### src/pkg/hpc_pkg.sv
/*
  Shared constants and types for the second host port channel: status
  and control bit positions, reset values, slave register selects and
  the carrier structs for host pins and captured host words.
  Assumes a single core clock and that every user imports nothing.
*/
package hpc_pkg;

  // Synchroniser depth for every pin that comes from the host
  localparam int unsigned SYNC_STAGES = 3;

  // Depth of the buffer between host capture and the input register
  localparam int unsigned BUF_DEPTH = 2;

  localparam int unsigned BYTE_W = 8;

  // Handshake status bit positions
  localparam int unsigned ST_OUT_FULL_BIT = 0;
  localparam int unsigned ST_IN_FULL_BIT  = 1;
  localparam int unsigned ST_CMD_BIT      = 3;

  // Bits the slave may write in the status register
  localparam logic [7:0] ST_USER_MASK = 8'hf4;
  localparam logic [7:0] ST_RESET     = 8'h00;

  // Serial/timer control register
  localparam int unsigned CTRL_PIN_SWITCH_BIT = 3;
  localparam logic [7:0]  CTRL_RESET          = 8'h00;

  // Slave-side register selects; no offsets exist, the select is a code
  typedef enum logic [1:0] {
    HPC_SEL_INPUT   = 2'h0,
    HPC_SEL_OUTPUT  = 2'h1,
    HPC_SEL_STATUS  = 2'h2,
    HPC_SEL_CONTROL = 2'h3
  } hpc_reg_sel_t;

  // Host pins as one bundle for the synchroniser
  typedef struct packed {
    logic [7:0] data;
    logic       addr;
    logic       sel_two_n;
    logic       alt_sel_two_n;
    logic       store_n;
    logic       alt_store_n;
    logic       fetch_n;
    logic       sel_one_n;
  } hpc_pins_t;

  // Idle level of the pins: strobes and selects high
  localparam hpc_pins_t PINS_IDLE = '{
    data:          8'h00,
    addr:          1'b0,
    sel_two_n:     1'b1,
    alt_sel_two_n: 1'b1,
    store_n:       1'b1,
    alt_store_n:   1'b1,
    fetch_n:       1'b1,
    sel_one_n:     1'b1
  };

  // Word captured from one host write
  typedef struct packed {
    logic       cmd;
    logic [7:0] data;
  } hpc_word_t;

endpackage : hpc_pkg

### src/logic/hpc_sync.sv
/*
  Multi-bit pin synchroniser with a filter that waits for stages two and three to agree.
  Assumes each bit is independent; multi-bit words must be qualified
  by a strobe that passes the same pipeline.
*/
module hpc_sync #(
  parameter int unsigned    WIDTH     = 1,
  parameter logic [WIDTH-1:0] RESET_VAL = '0
) (
  input  wire logic             core_clk,
  input  wire logic             rst_n,
  input  wire logic [WIDTH-1:0] async_in,
  output logic      [WIDTH-1:0] stable_out
);

  logic [WIDTH-1:0] stage1;
  logic [WIDTH-1:0] stage2;
  logic [WIDTH-1:0] stage3;
  logic [WIDTH-1:0] next_stable;

  // A bit counts only once the second and third stages agree
  always_comb begin
    for (int i = 0; i < WIDTH; i++) begin
      next_stable[i] = (stage2[i] == stage3[i]) ? stage3[i] : stable_out[i];
    end
  end

  // Stage one feeds stage two only, to keep metastability contained
  always_ff @(posedge core_clk) begin
    if (!rst_n) begin
      stage1     <= RESET_VAL;
      stage2     <= RESET_VAL;
      stage3     <= RESET_VAL;
      stable_out <= RESET_VAL;
    end else begin
      stage1     <= async_in;
      stage2     <= stage1;
      stage3     <= stage2;
      stable_out <= next_stable;
    end
  end

endmodule : hpc_sync

### src/logic/hpc_buffer.sv
/*
  Small FIFO with valid/ready on both sides and honest full/empty.
  Assumes the consumer may hold out_ready low for any time.
*/
module hpc_buffer #(
  parameter int unsigned WIDTH = 9,
  parameter int unsigned DEPTH = 2
) (
  input  wire logic             core_clk,
  input  wire logic             rst_n,
  input  wire logic             in_valid,
  output logic                  in_ready,
  input  wire logic [WIDTH-1:0] in_data,
  output logic                  out_valid,
  input  wire logic             out_ready,
  output logic      [WIDTH-1:0] out_data
);

  localparam int unsigned PTR_W = (DEPTH > 1) ? $clog2(DEPTH) : 1;
  localparam int unsigned CNT_W = $clog2(DEPTH + 1);
  localparam logic [PTR_W-1:0] PTR_LAST = PTR_W'(DEPTH - 1);
  localparam logic [CNT_W-1:0] CNT_FULL = CNT_W'(DEPTH);

  logic [WIDTH-1:0] mem [DEPTH];
  logic [PTR_W-1:0] wr_ptr;
  logic [PTR_W-1:0] rd_ptr;
  logic [CNT_W-1:0] count;
  logic [PTR_W-1:0] next_wr_ptr;
  logic [PTR_W-1:0] next_rd_ptr;
  logic [CNT_W-1:0] next_count;
  logic             push;
  logic             pop;

  assign in_ready  = (count != CNT_FULL);
  assign out_valid = (count != '0);
  assign push      = in_valid && in_ready;
  assign pop       = out_valid && out_ready;
  assign out_data  = mem[rd_ptr];

  // Pointer and occupancy update
  always_comb begin
    next_wr_ptr = wr_ptr;
    next_rd_ptr = rd_ptr;
    next_count  = count;
    if (push) begin
      next_wr_ptr = (wr_ptr == PTR_LAST) ? '0 : wr_ptr + PTR_W'(1);
    end
    if (pop) begin
      next_rd_ptr = (rd_ptr == PTR_LAST) ? '0 : rd_ptr + PTR_W'(1);
    end
    if (push && !pop) begin
      next_count = count + CNT_W'(1);
    end else if (pop && !push) begin
      next_count = count - CNT_W'(1);
    end
  end

  always_ff @(posedge core_clk) begin
    if (!rst_n) begin
      wr_ptr <= '0;
      rd_ptr <= '0;
      count  <= '0;
    end else begin
      wr_ptr <= next_wr_ptr;
      rd_ptr <= next_rd_ptr;
      count  <= next_count;
    end
  end

  // Storage needs no reset; empty flag hides stale words
  always_ff @(posedge core_clk) begin
    if (push) begin
      mem[wr_ptr] <= in_data;
    end
  end

endmodule : hpc_buffer

### src/logic/hpc_channel_two.sv
/*
  Second channel of the parallel host port: input and output byte
  registers, handshake status, the serial/timer control register and
  the pin switch for select and store strobe.
  Assumes host pins are asynchronous to core_clk, and that the slave
  CPU strobes slv_rd_n / slv_wr_n are synchronous to core_clk.
*/
// Contract
// - Host write rising edge with select low captures data byte into input register.
// - Each host write also stores the address line into the command flag.
// - Input register is eight bits, slave read only, host write only.
// - Input and output bytes have no reset value.
// - Output byte is driven only with address, select and fetch strobe low.
// - Output register is eight bits, slave read/write, host read only.
// - Status register clears to zero on reset and standby.
// - Status bits 7..4 and 2 are user flags, slave writable, host readable.
// - Status bits 3, 1, 0 ignore all writes; only hardware changes them.
// - Command flag is 1 with address high, 0 with address low.
// - Input-full flag sets on host write to the input register.
// - Input-full flag clears at falling edge of slave read of input register.
// - Input-full flag is an interrupt source to the slave.
// - Output-full flag sets at falling edge of slave write of output register.
// - Output-full flag clears at rising edge of host read of output register.
// - Control bit 3 picks primary or alternate select and store pins.
// - Pin switch acts only while the host port is enabled.
// - Serial/timer control register clears to zero on reset and standby.
// - Input-full interrupt forwarded only while its enable bit is 1.
// - Host transfers take effect only while the host port is enabled.
// - Address high with select low, other select high, fetch low returns status.
module hpc_channel_two (
  input  wire logic                core_clk,
  input  wire logic                rst_n,
  input  wire logic                standby,
  input  wire logic                host_port_enable,
  input  wire logic                input_full_irq_enable_two,
  input  wire logic [7:0]          host_data_in,
  output logic      [7:0]          host_data_out,
  output logic                     host_data_oe,
  input  wire logic                host_addr_bit0,
  input  wire logic                host_select_two_n,
  input  wire logic                alt_host_select_two_n,
  input  wire logic                host_store_strobe_n,
  input  wire logic                alt_host_store_strobe_n,
  input  wire logic                host_fetch_strobe_n,
  input  wire logic                host_select_one_n,
  output logic                     host_write_ready,
  input  wire hpc_pkg::hpc_reg_sel_t slv_reg_sel,
  input  wire logic                slv_rd_n,
  input  wire logic                slv_wr_n,
  input  wire logic [7:0]          slv_wdata,
  output logic      [7:0]          slv_rdata,
  output logic                     irq_input_full_two,
  output logic                     select_pin_switch
);

  hpc_pkg::hpc_pins_t pins_raw;
  hpc_pkg::hpc_pins_t pins_now;
  hpc_pkg::hpc_pins_t pins_prev;
  hpc_pkg::hpc_pins_t next_pins_prev;
  hpc_pkg::hpc_word_t cap_word;
  hpc_pkg::hpc_word_t buf_word;

  logic [7:0] host_input_byte_two;
  logic [7:0] host_output_byte_two;
  logic [7:0] user_flag_bits;
  logic [7:0] serial_timer_control;
  logic [7:0] host_handshake_status_two;
  logic       input_full_flag;
  logic       output_full_flag;
  logic       cmd_flag;
  logic       slv_rd_prev;
  logic       slv_wr_prev;

  logic [7:0] next_input_byte;
  logic [7:0] next_output_byte;
  logic [7:0] next_user_bits;
  logic [7:0] next_control;
  logic       next_input_full;
  logic       next_output_full;
  logic       next_cmd_flag;
  logic [7:0] next_host_data_out;
  logic [7:0] next_slv_rdata;

  logic use_alt;
  logic sel_now_n;
  logic sel_prev_n;
  logic store_now_n;
  logic store_prev_n;
  logic sel_raw_n;
  logic host_write_evt;
  logic host_read_out_evt;
  logic slv_rd_fall;
  logic slv_wr_fall;
  logic slv_reading_input;
  logic buf_valid;
  logic buf_ready;
  logic buf_pop;
  logic clear_all;

  // Standby behaves like reset for the handshake flags, user bits, control register and input buffer
  assign clear_all = !rst_n || standby;

  // Bundle the asynchronous pins for one synchroniser instance
  assign pins_raw = '{
    data:          host_data_in,
    addr:          host_addr_bit0,
    sel_two_n:     host_select_two_n,
    alt_sel_two_n: alt_host_select_two_n,
    store_n:       host_store_strobe_n,
    alt_store_n:   alt_host_store_strobe_n,
    fetch_n:       host_fetch_strobe_n,
    sel_one_n:     host_select_one_n
  };

  // Data passes the same pipeline as the strobes, so they stay aligned
  hpc_sync #(
    .WIDTH     ($bits(hpc_pkg::hpc_pins_t)),
    .RESET_VAL (hpc_pkg::PINS_IDLE)
  ) u_pin_sync (
    .core_clk   (core_clk),
    .rst_n      (rst_n),
    .async_in   (pins_raw),
    .stable_out (pins_now)
  );

  // Switch is honoured only in slave mode
  assign use_alt      = host_port_enable && serial_timer_control[hpc_pkg::CTRL_PIN_SWITCH_BIT];
  assign sel_now_n    = use_alt ? pins_now.alt_sel_two_n : pins_now.sel_two_n;
  assign sel_prev_n   = use_alt ? pins_prev.alt_sel_two_n : pins_prev.sel_two_n;
  assign store_now_n  = use_alt ? pins_now.alt_store_n : pins_now.store_n;
  assign store_prev_n = use_alt ? pins_prev.alt_store_n : pins_prev.store_n;
  assign sel_raw_n    = use_alt ? alt_host_select_two_n : host_select_two_n;

  // Host write ends on the rising store edge; data is the last low sample
  assign host_write_evt = host_port_enable && !store_prev_n && store_now_n
                          && !sel_prev_n;
  assign cap_word.data  = pins_prev.data;
  assign cap_word.cmd   = pins_prev.addr;

  // Host read of the output byte completes on the rising fetch edge
  assign host_read_out_evt = host_port_enable && !pins_prev.fetch_n && pins_now.fetch_n
                             && !sel_prev_n && pins_prev.sel_one_n
                             && !pins_prev.addr;

  // Slave strobes share the core clock, so plain edge detection suffices
  assign slv_rd_fall       = slv_rd_prev && !slv_rd_n;
  assign slv_wr_fall       = slv_wr_prev && !slv_wr_n;
  assign slv_reading_input = !slv_rd_n && (slv_reg_sel == hpc_pkg::HPC_SEL_INPUT);

  // Input register is held steady while the slave reads it
  assign buf_ready = !slv_reading_input;
  assign buf_pop   = buf_valid && buf_ready;

  // Two-entry buffer absorbs host writes while the slave read stalls
  hpc_buffer #(
    .WIDTH ($bits(hpc_pkg::hpc_word_t)),
    .DEPTH (hpc_pkg::BUF_DEPTH)
  ) u_in_buffer (
    .core_clk  (core_clk),
    .rst_n     (!clear_all),
    .in_valid  (host_write_evt),
    .in_ready  (host_write_ready),
    .in_data   (cap_word),
    .out_valid (buf_valid),
    .out_ready (buf_ready),
    .out_data  (buf_word)
  );

  // Status image as both sides see it
  always_comb begin
    host_handshake_status_two = user_flag_bits & hpc_pkg::ST_USER_MASK;
    host_handshake_status_two[hpc_pkg::ST_CMD_BIT]      = cmd_flag;
    host_handshake_status_two[hpc_pkg::ST_IN_FULL_BIT]  = input_full_flag;
    host_handshake_status_two[hpc_pkg::ST_OUT_FULL_BIT] = output_full_flag;
  end

  // Next values for the data bytes; no reset on these
  always_comb begin
    next_input_byte  = host_input_byte_two;
    next_output_byte = host_output_byte_two;
    if (buf_pop) begin
      next_input_byte = buf_word.data;
    end
    if (slv_wr_fall && slv_reg_sel == hpc_pkg::HPC_SEL_OUTPUT) begin
      next_output_byte = slv_wdata;
    end
  end

  // Data bytes keep whatever was there until first written
  always_ff @(posedge core_clk) begin
    host_input_byte_two  <= next_input_byte;
    host_output_byte_two <= next_output_byte;
  end

  // Handshake flags; a set in the same cycle as a clear wins
  always_comb begin
    next_cmd_flag    = cmd_flag;
    next_input_full  = input_full_flag;
    next_output_full = output_full_flag;
    next_user_bits   = user_flag_bits;
    next_control     = serial_timer_control;
    if (slv_rd_fall && slv_reg_sel == hpc_pkg::HPC_SEL_INPUT) begin
      next_input_full = 1'b0;
    end
    if (buf_pop) begin
      next_input_full = 1'b1;
      next_cmd_flag   = buf_word.cmd;
    end
    if (host_read_out_evt) begin
      next_output_full = 1'b0;
    end
    if (slv_wr_fall) begin
      unique case (slv_reg_sel)
        hpc_pkg::HPC_SEL_OUTPUT: begin
          next_output_full = 1'b1;
        end
        hpc_pkg::HPC_SEL_STATUS: begin
          // Hardware-owned bits are masked out of the write
          next_user_bits = slv_wdata & hpc_pkg::ST_USER_MASK;
        end
        hpc_pkg::HPC_SEL_CONTROL: begin
          next_control = slv_wdata;
        end
        hpc_pkg::HPC_SEL_INPUT: begin
          next_control = serial_timer_control;
        end
      endcase
    end
  end

  always_ff @(posedge core_clk) begin
    if (clear_all) begin
      cmd_flag             <= hpc_pkg::ST_RESET[hpc_pkg::ST_CMD_BIT];
      input_full_flag      <= hpc_pkg::ST_RESET[hpc_pkg::ST_IN_FULL_BIT];
      output_full_flag     <= hpc_pkg::ST_RESET[hpc_pkg::ST_OUT_FULL_BIT];
      user_flag_bits       <= hpc_pkg::ST_RESET;
      serial_timer_control <= hpc_pkg::CTRL_RESET;
    end else begin
      cmd_flag             <= next_cmd_flag;
      input_full_flag      <= next_input_full;
      output_full_flag     <= next_output_full;
      user_flag_bits       <= next_user_bits;
      serial_timer_control <= next_control;
    end
  end

  // Read-back and host drive data
  always_comb begin
    next_slv_rdata     = slv_rdata;
    next_pins_prev     = pins_now;
    next_host_data_out = pins_now.addr ? host_handshake_status_two
                                       : host_output_byte_two;
    if (!slv_rd_n) begin
      unique case (slv_reg_sel)
        hpc_pkg::HPC_SEL_INPUT:   next_slv_rdata = host_input_byte_two;
        hpc_pkg::HPC_SEL_OUTPUT:  next_slv_rdata = host_output_byte_two;
        hpc_pkg::HPC_SEL_STATUS:  next_slv_rdata = host_handshake_status_two;
        hpc_pkg::HPC_SEL_CONTROL: next_slv_rdata = serial_timer_control;
      endcase
    end
  end

  // Edge history and registered data outputs
  always_ff @(posedge core_clk) begin
    if (!rst_n) begin
      pins_prev     <= hpc_pkg::PINS_IDLE;
      slv_rd_prev   <= 1'b1;
      slv_wr_prev   <= 1'b1;
      slv_rdata     <= 8'h00;
      host_data_out <= 8'h00;
    end else begin
      pins_prev     <= next_pins_prev;
      slv_rd_prev   <= slv_rd_n;
      slv_wr_prev   <= slv_wr_n;
      slv_rdata     <= next_slv_rdata;
      host_data_out <= next_host_data_out;
    end
  end

  // Enable follows raw pins so the bus is released without delay;
  // the data behind it lags the address pin by the sync latency plus one register cycle
  assign host_data_oe = host_port_enable && !sel_raw_n && !host_fetch_strobe_n
                        && host_select_one_n;

  assign irq_input_full_two = input_full_flag && input_full_irq_enable_two;
  assign select_pin_switch  = serial_timer_control[hpc_pkg::CTRL_PIN_SWITCH_BIT];

endmodule : hpc_channel_two

### config.mk
export PLATFORM = sky130hd
export DESIGN_NAME = hpc_channel_two
export DESIGN_NICKNAME = d
export VERILOG_FILES = /design/src/pkg/hpc_pkg.sv /design/src/logic/hpc_sync.sv /design/src/logic/hpc_buffer.sv /design/src/logic/hpc_channel_two.sv
export SDC_FILE = /design/constraint.sdc
export NUM_CORES = 1
export LEC_CHECK = 0
export BUFFER_PORTS_ARGS = -buffer_cell sky130_fd_sc_hd__buf_2
export CORE_MARGIN = 5
export CORE_UTILIZATION = 55
export CTS_CLUSTER_DIAMETER = 50
export DETAILED_ROUTE_END_ITERATION = 10
export PLACE_DENSITY = 0.86
export SLEW_MARGIN = 25
export SYNTH_ARGS = -nofsm -noshare
export SYNTH_HDL_FRONTEND = slang
export SYNTH_SLANG_ARGS = --single-unit
### constraint.sdc
create_clock -name core_clk -period 1.9 [get_ports core_clk]
set_input_delay 0.095 -clock core_clk [delete_from_list [all_inputs] [get_ports core_clk]]
set_output_delay 0.095 -clock core_clk [all_outputs]
set_load 0.02 [all_outputs]
Word-level counts from Yosys, hierarchy flattened
Memories as Yosys holds them, arrays and structs flattened. A register that Yosys moved wholly into a read port is not among the register bits.
Cells that the tools add are included.
{"block": "totals", "register_bits": 129, "mem_bits_rw": 18, "mem_count": 1, "inputBits": 32, "out_inout_bits": 20, "wordCells": 124}
{"name": "u_in_buffer.mem", "words": 2, "word_bits": 9, "rd": 1, "rd_clocked_by_memory_dff": 1, "wr": 1, "line": "hpc_buffer.sv:24", "source": "logic [WIDTH-1:0] mem [DEPTH];"}
{"block": "classes", "eq_ne": 19, "reduce_logical": 41, "addsub": 4, "mux": 19}
{"op": "$pmux W8 S4", "n": 1}
{"op": "$logic_and A1 B1 Y1", "n": 22}
{"op": "$eq A1 B1 Y1", "n": 15}
{"op": "$mux W1", "n": 15}
{"op": "$logic_not A1 Y1", "n": 12}
{"op": "$mux W8", "n": 1}
{"op": "$reduce_bool A2 Y1", "n": 3}
{"op": "$eq A2 B2 Y1 const B", "n": 2}
{"op": "$mux W2", "n": 2}
{"op": "$reduce_and A2 Y1", "n": 2}
{"op": "$add A1 B1 Y1 const B", "n": 2}
{"op": "$add A2 B1 Y2 const B", "n": 1}
{"op": "$eq A2 B1 Y1 const B", "n": 1}
{"op": "$logic_not A2 Y1", "n": 1}
{"op": "$ne A2 B2 Y1 const B", "n": 1}
{"op": "$sub A2 B1 Y2 const B", "n": 1}
{"op": "$logic_or A1 B1 Y1", "n": 1}

Longest topological paths before layout
{"block": "logic_depth", "word_depth": 11, "mapped_depth": 7, "mapped_depth_nobuf": 7}

Cells and area by module
From an unflattened synthesis, not the netlist that was laid out.
{"block": "unflattened", "hier_cells": 416, "hier_area_um2": 5098.6}
{"mod": "hpc_channel_two", "cells_each": 208, "seq_area_each_um2": 1461.4, "area_each_um2": 2464.9, "instances": 1}
{"mod": "hpc_sync", "cells_each": 156, "seq_area_each_um2": 1201.2, "area_each_um2": 1744.2, "instances": 1}
{"mod": "hpc_buffer", "cells_each": 52, "seq_area_each_um2": 640.6, "area_each_um2": 889.6, "instances": 1}

Worst setup path after synthesis
Ideal clock, no wire load.
{"block": "synth_path", "path_kind": "reg2reg", "start": "register serial_timer_control[3]", "end": "register u_in_buffer.count[1]", "n_path_buf": 0, "setup_slack_ns": 0.059, "path_stages_with_launch": 7, "synth_period_minus_slack_ns": 1.841, "setup_time_ns": 0.070, "t_required_ns": 1.830, "arrival_ns": 1.771, "path_cell_list": "dfxtp_1 -> nand2_1 -> o32a_1 -> nor3_1 -> ha_1 -> or3_1 -> a21oi_1"}
{"block": "synth_via", "elab_chain_cells": 10}
{"element": "start, declared", "line": "hpc_channel_two.sv:66", "source": "logic [7:0] serial_timer_control;"}
{"element": "start signal, assigned", "line": "hpc_channel_two.sv:237", "source": "serial_timer_control <= hpc_pkg::CTRL_RESET;"}
{"element": "start signal, assigned", "line": "hpc_channel_two.sv:243", "source": "serial_timer_control <= next_control;"}
{"element": "$logic_and A1 B1 Y1 *", "line": "hpc_channel_two.sv:127", "source": "assign use_alt = host_port_enable && serial_timer_control[hpc_pkg::CTRL_PIN_SWITCH_BIT];"}
{"element": "$mux W1", "line": "hpc_channel_two.sv:131", "source": "assign store_prev_n = use_alt ? pins_prev.alt_store_n : pins_prev.store_n;"}
{"element": "$logic_not A1 Y1", "line": "hpc_channel_two.sv:135", "source": "assign host_write_evt = host_port_enable && !store_prev_n && store_now_n"}
{"element": "$logic_and A1 B1 Y1 (2 in series)", "line": "hpc_channel_two.sv:135"}
{"element": "$logic_and A1 B1 Y1 *", "line": "hpc_channel_two.sv:136", "source": "&& !sel_prev_n;"}
{"element": "$logic_and A1 B1 Y1 *", "line": "hpc_buffer.sv:36", "source": "assign push = in_valid && in_ready;"}
{"element": "net u_in_buffer.push", "line": "hpc_buffer.sv:31", "source": "logic push;"}
{"element": "$logic_not A1 Y1", "line": "hpc_buffer.sv:53", "source": "end else if (pop && !push) begin"}
{"element": "$logic_and A1 B1 Y1", "line": "hpc_buffer.sv:53"}
{"element": "$reduce_bool A2 Y1 (no source line)"}
{"element": "end signal, assigned", "line": "hpc_buffer.sv:66", "source": "count <= next_count;"}
{"element": "end, declared", "line": "hpc_buffer.sv:27", "source": "logic [CNT_W-1:0] count;"}
The timed path passes the listed nets; every way through them passes the cells marked *.
A chain may end at the register's enable or synchronous reset.

Worst setup path in the final report
{"block": "layout_path", "start": "register u_pin_sync.stable_out[3]", "end": "memory u_in_buffer.mem[0][5], enable pin"}
{"block": "layout_via", "elab_chain_cells": 6}
{"element": "start, declared", "line": "hpc_sync.sv:13", "source": "output logic [WIDTH-1:0] stable_out"}
{"element": "start signal, assigned", "line": "hpc_sync.sv:39", "source": "stable_out <= next_stable;"}
{"element": "$mux W1", "line": "hpc_channel_two.sv:130", "source": "assign store_now_n = use_alt ? pins_now.alt_store_n : pins_now.store_n;"}
{"element": "$logic_and A1 B1 Y1", "line": "hpc_channel_two.sv:135"}
{"element": "$logic_and A1 B1 Y1", "line": "hpc_channel_two.sv:136"}
{"element": "$logic_and A1 B1 Y1", "line": "hpc_buffer.sv:36"}
{"element": "$mux W1", "line": "hpc_buffer.sv:72", "source": "if (push) begin"}
{"element": "$mux W1 (implied by the code)", "line": "hpc_buffer.sv:73", "source": "mem[wr_ptr] <= in_data;"}
{"element": "end, declared", "line": "hpc_buffer.sv:24"}
Every way passes these cells.

==> impl_metrics.toml <==
[detailed_routing]
wl_per_cell_um = 14.69
drt-vias-per-instance = 5.117
ant_nets = 0
drt_wl_total_mm = 9.076
firstDrtPassIters = 4
drc = 0
num_vias = 3162
drtIter0Drc = 155

[final_layout]
synthToLayoutAreaGrowth_pct = 25.35
final.fill_count = 583
register_area_um2 = 3306
drive_gt1_frac = 0.2216
nets = 531
mostFrequentLayoutCells = "112 x dfxtp_1, 51 x buf_2, 45 x nand2_1, 38 x and2_1, 34 x edfxtp_1"
multi_input_area_um2 = 1577
diodes = 0
final_common_cell = "dfxtp_1"

[sta]
finalCritPeriodShare = 0.9588
tightest_slew_ps = 866.4
final_hold_viol_count = 0
setup_tns_ps = 0
setup_viol = 0
rsz0062_at_grt = "no"
skew_ps = 9.446
report.final.slew_viol_count = 0
post-route-min-period_ps = 1822
max_freq_mhz = 548.9
max-slew-margin-rel = 0.4224

[worst_setup_path]
reg2reg_from = "u_pin_sync.stable_out[3]"
cp.required_ps = 2100
path_cells = "inv_1 > o32a_1 > or4_4 > clkinvlp_4"
critPathCaptureType = "register"
cp_slowest_stage_delay_ps = 530
arrival_ps = 2020
crit_type = "register to register"
crit_path_max_fanout = 9
crit_buf_inv = 2
start_kind = "register"
cp-startpoint = "u_pin_sync.stable_out[3]"
critPathTopFamily = "simple AND/OR/NAND/NOR gates"
slowest_stage = "or4_4"

[global_route]
grtUsageMet1 = 0.2022
grt_max_degree = 62
track_usage = 0.1747
antenna_found_initial = 0
grt_pass1_wl_mm = 15.33
first_global_vias = 3220
use_met2 = 0.2954
grt.busiest_layer = "met2"
use_met3 = 0.06720
grt_remaining_overflow = 0

[pwr]
p_total_mw = 6.733
leakage_nw = 2.416
ir_worst_vdd_v = 0.001015
powerDensity_nw_per_um2 = 1083

[job]
maxCapViolations = 0

[die]
die_x_um = 105.0
core_um2 = 8763
fp.dieH_um = 105.0
ios = 52
dieArea_um2 = 11020
start_util = 0.5660
rows = 34

[cts]
clk_pin_slew_ps = 60
numClockSinks = 148
insertion_delay_ps = 510
htree_levels = 4
cts_root_buf = "clkbuf_8"
cts_buffer_depth = 2
cts_buffers = 17
cts_tree = "yes"

[synth]
yosysWarningCount = 0
synthCells = 413
synth_area_leaders = "dfxtp_1 46%, edfxtp_1 21%, and2_1 4.8%"
yosysSeqAreaShare = 0.6660
syn_avg_cell_area_um2 = 12.01
synthesis.area_um2 = 4960
yosys.cell_types.count = 31
synth_top_area_share = 0.4601
yosysTopAreaCell = "dfxtp_1"
syn-num-nets = 446
ys_seq_elements = 148

[worst_hold_path]
min_path_type = "input pin to register"
min_from = "rst_n"

[run_status]
status = "finished clean"

[placed_design]
dp_hpwl_mm = 5.482
gp_congestion = 0.7822
io_buffers = 51
cell families (layout without fill, tap and decap cells):
family	after synthesis	after routing	share of synthesized area
simple gates	156	156	0.1647
flops	148	148	0.6660
compound gates	47	47	0.05399
mux	32	32	0.08703
buf+inv	26	123	0.02043
xor+xnor	3	3	0.005299
fa+ha+maj	1	1	0.002522
cells in the mapped netlist:
master       n
dfxtp_1    114
nand2_1     46
and2_1      38
edfxtp_1    34
nand2b_1    25
a21oi_1     18
clkbuf_1    17
nor2_1      17
o21ai_0     17
mux2i_1     15
nor2b_1     11
a21boi_0     9
mux2_2       9
nand3_1      9
mux4_2       8
inv_1        6
buf_2        3
nor3_1       3
xor2_1       2
a211oi_1     1
and3_1       1
and3b_1      1
ha_1         1
nand3b_1     1
nand4bb_1    1
o31ai_1      1
o32a_1       1
or2_2        1
or3_1        1
or4_4        1
xnor2_1      1
path summary, 6_finish.rpt:
| kind | to | slack [ps] | cells after the start |
|---|---|---|---|
| min | slv_rd_prev | 70 | 3 |
| max reg2reg | u_in_buffer.mem[0][5] | 80 | 4 |
| max | u_in_buffer.mem[0][5] | 80 | 4 |
| min reg2reg | u_pin_sync.stage2[1] | 410 | 1 |
stage by stage:
stage          utilization  worst slack (ps)  cell area, µm²  cells  hold slack (ps)
2_1_floorplan            -             58.78            4960    413            193.9
3_3_place_gp        0.6067             14.27            5316    558            275.8
5_1_grt             0.7095             12.16            6217    618            74.53
6_report            0.7095             78.33            6217    618            71.53
3_5_place_dp        0.6067            -37.23            5316    558            278.9
4_1_cts             0.7056             34.77            6183    616            47.82
where the power goes:
part	switching [mW]	leakage, nW	internal [mW]
clock	1.19	0.289	1.99
combinational	0.128	0.883	0.130
sequential	0.0241	1.24	3.27
area by class of cell:
class	instances	share of cell area
clock inverter	4	0.005031
inverter	6	0.004226
sequential	148	0.5317
multi-input combinational	239	0.2536
timing repair buffer	86	0.09418
clock buffer	27	0.08956
tap	108	0.02173
registers in the layout, summed over array words and instances, names as in the netlist, named ones only:
signal                 count
host_input_byte_two        8
u_in_buffer.wr_ptr         1
pins_prev                  6
u_in_buffer.count          2
cap_word                   9
u_pin_sync.stage3         15
slv_rd_prev                1
u_pin_sync.stage2         15
host_data_out              8
host_output_byte_two       8
u_in_buffer.mem           18
serial_timer_control       8
u_pin_sync.stage1         15
u_pin_sync.stable_out     15
slv_wr_prev                1
u_in_buffer.rd_ptr         1
slv_rdata                  8
user_flag_bits             5
cmd_flag                   1
output_full_flag           1
input_full_flag            1
worst register-to-register path, cell delays in order (launching register included):
cell	delay, ps
dfxtp_2	340
inv_1	60
o32a_1	400
or4_4	530
clkinvlp_4	190
per-layer routing:
metal | part of all wire | vias to the layer above
met2 | 0.51 | 94
li1 | - | 1561
met3 | 0.058 | 18
met4 | 0.019 | 0
met1 | 0.41 | 1489
met5 | 0 | -
repair_timing:
action / 4_1_cts / 5_1_grt
endpoints found under the setup margin: 10 / 2
hold endpoints to repair: 47 / 0
hold buffers: 27 / 0
buffers inserted: 0 / 2
gates resized for setup: 2 / 6
pin swaps: 1 / 5
(Power assumes the default switching activity.)
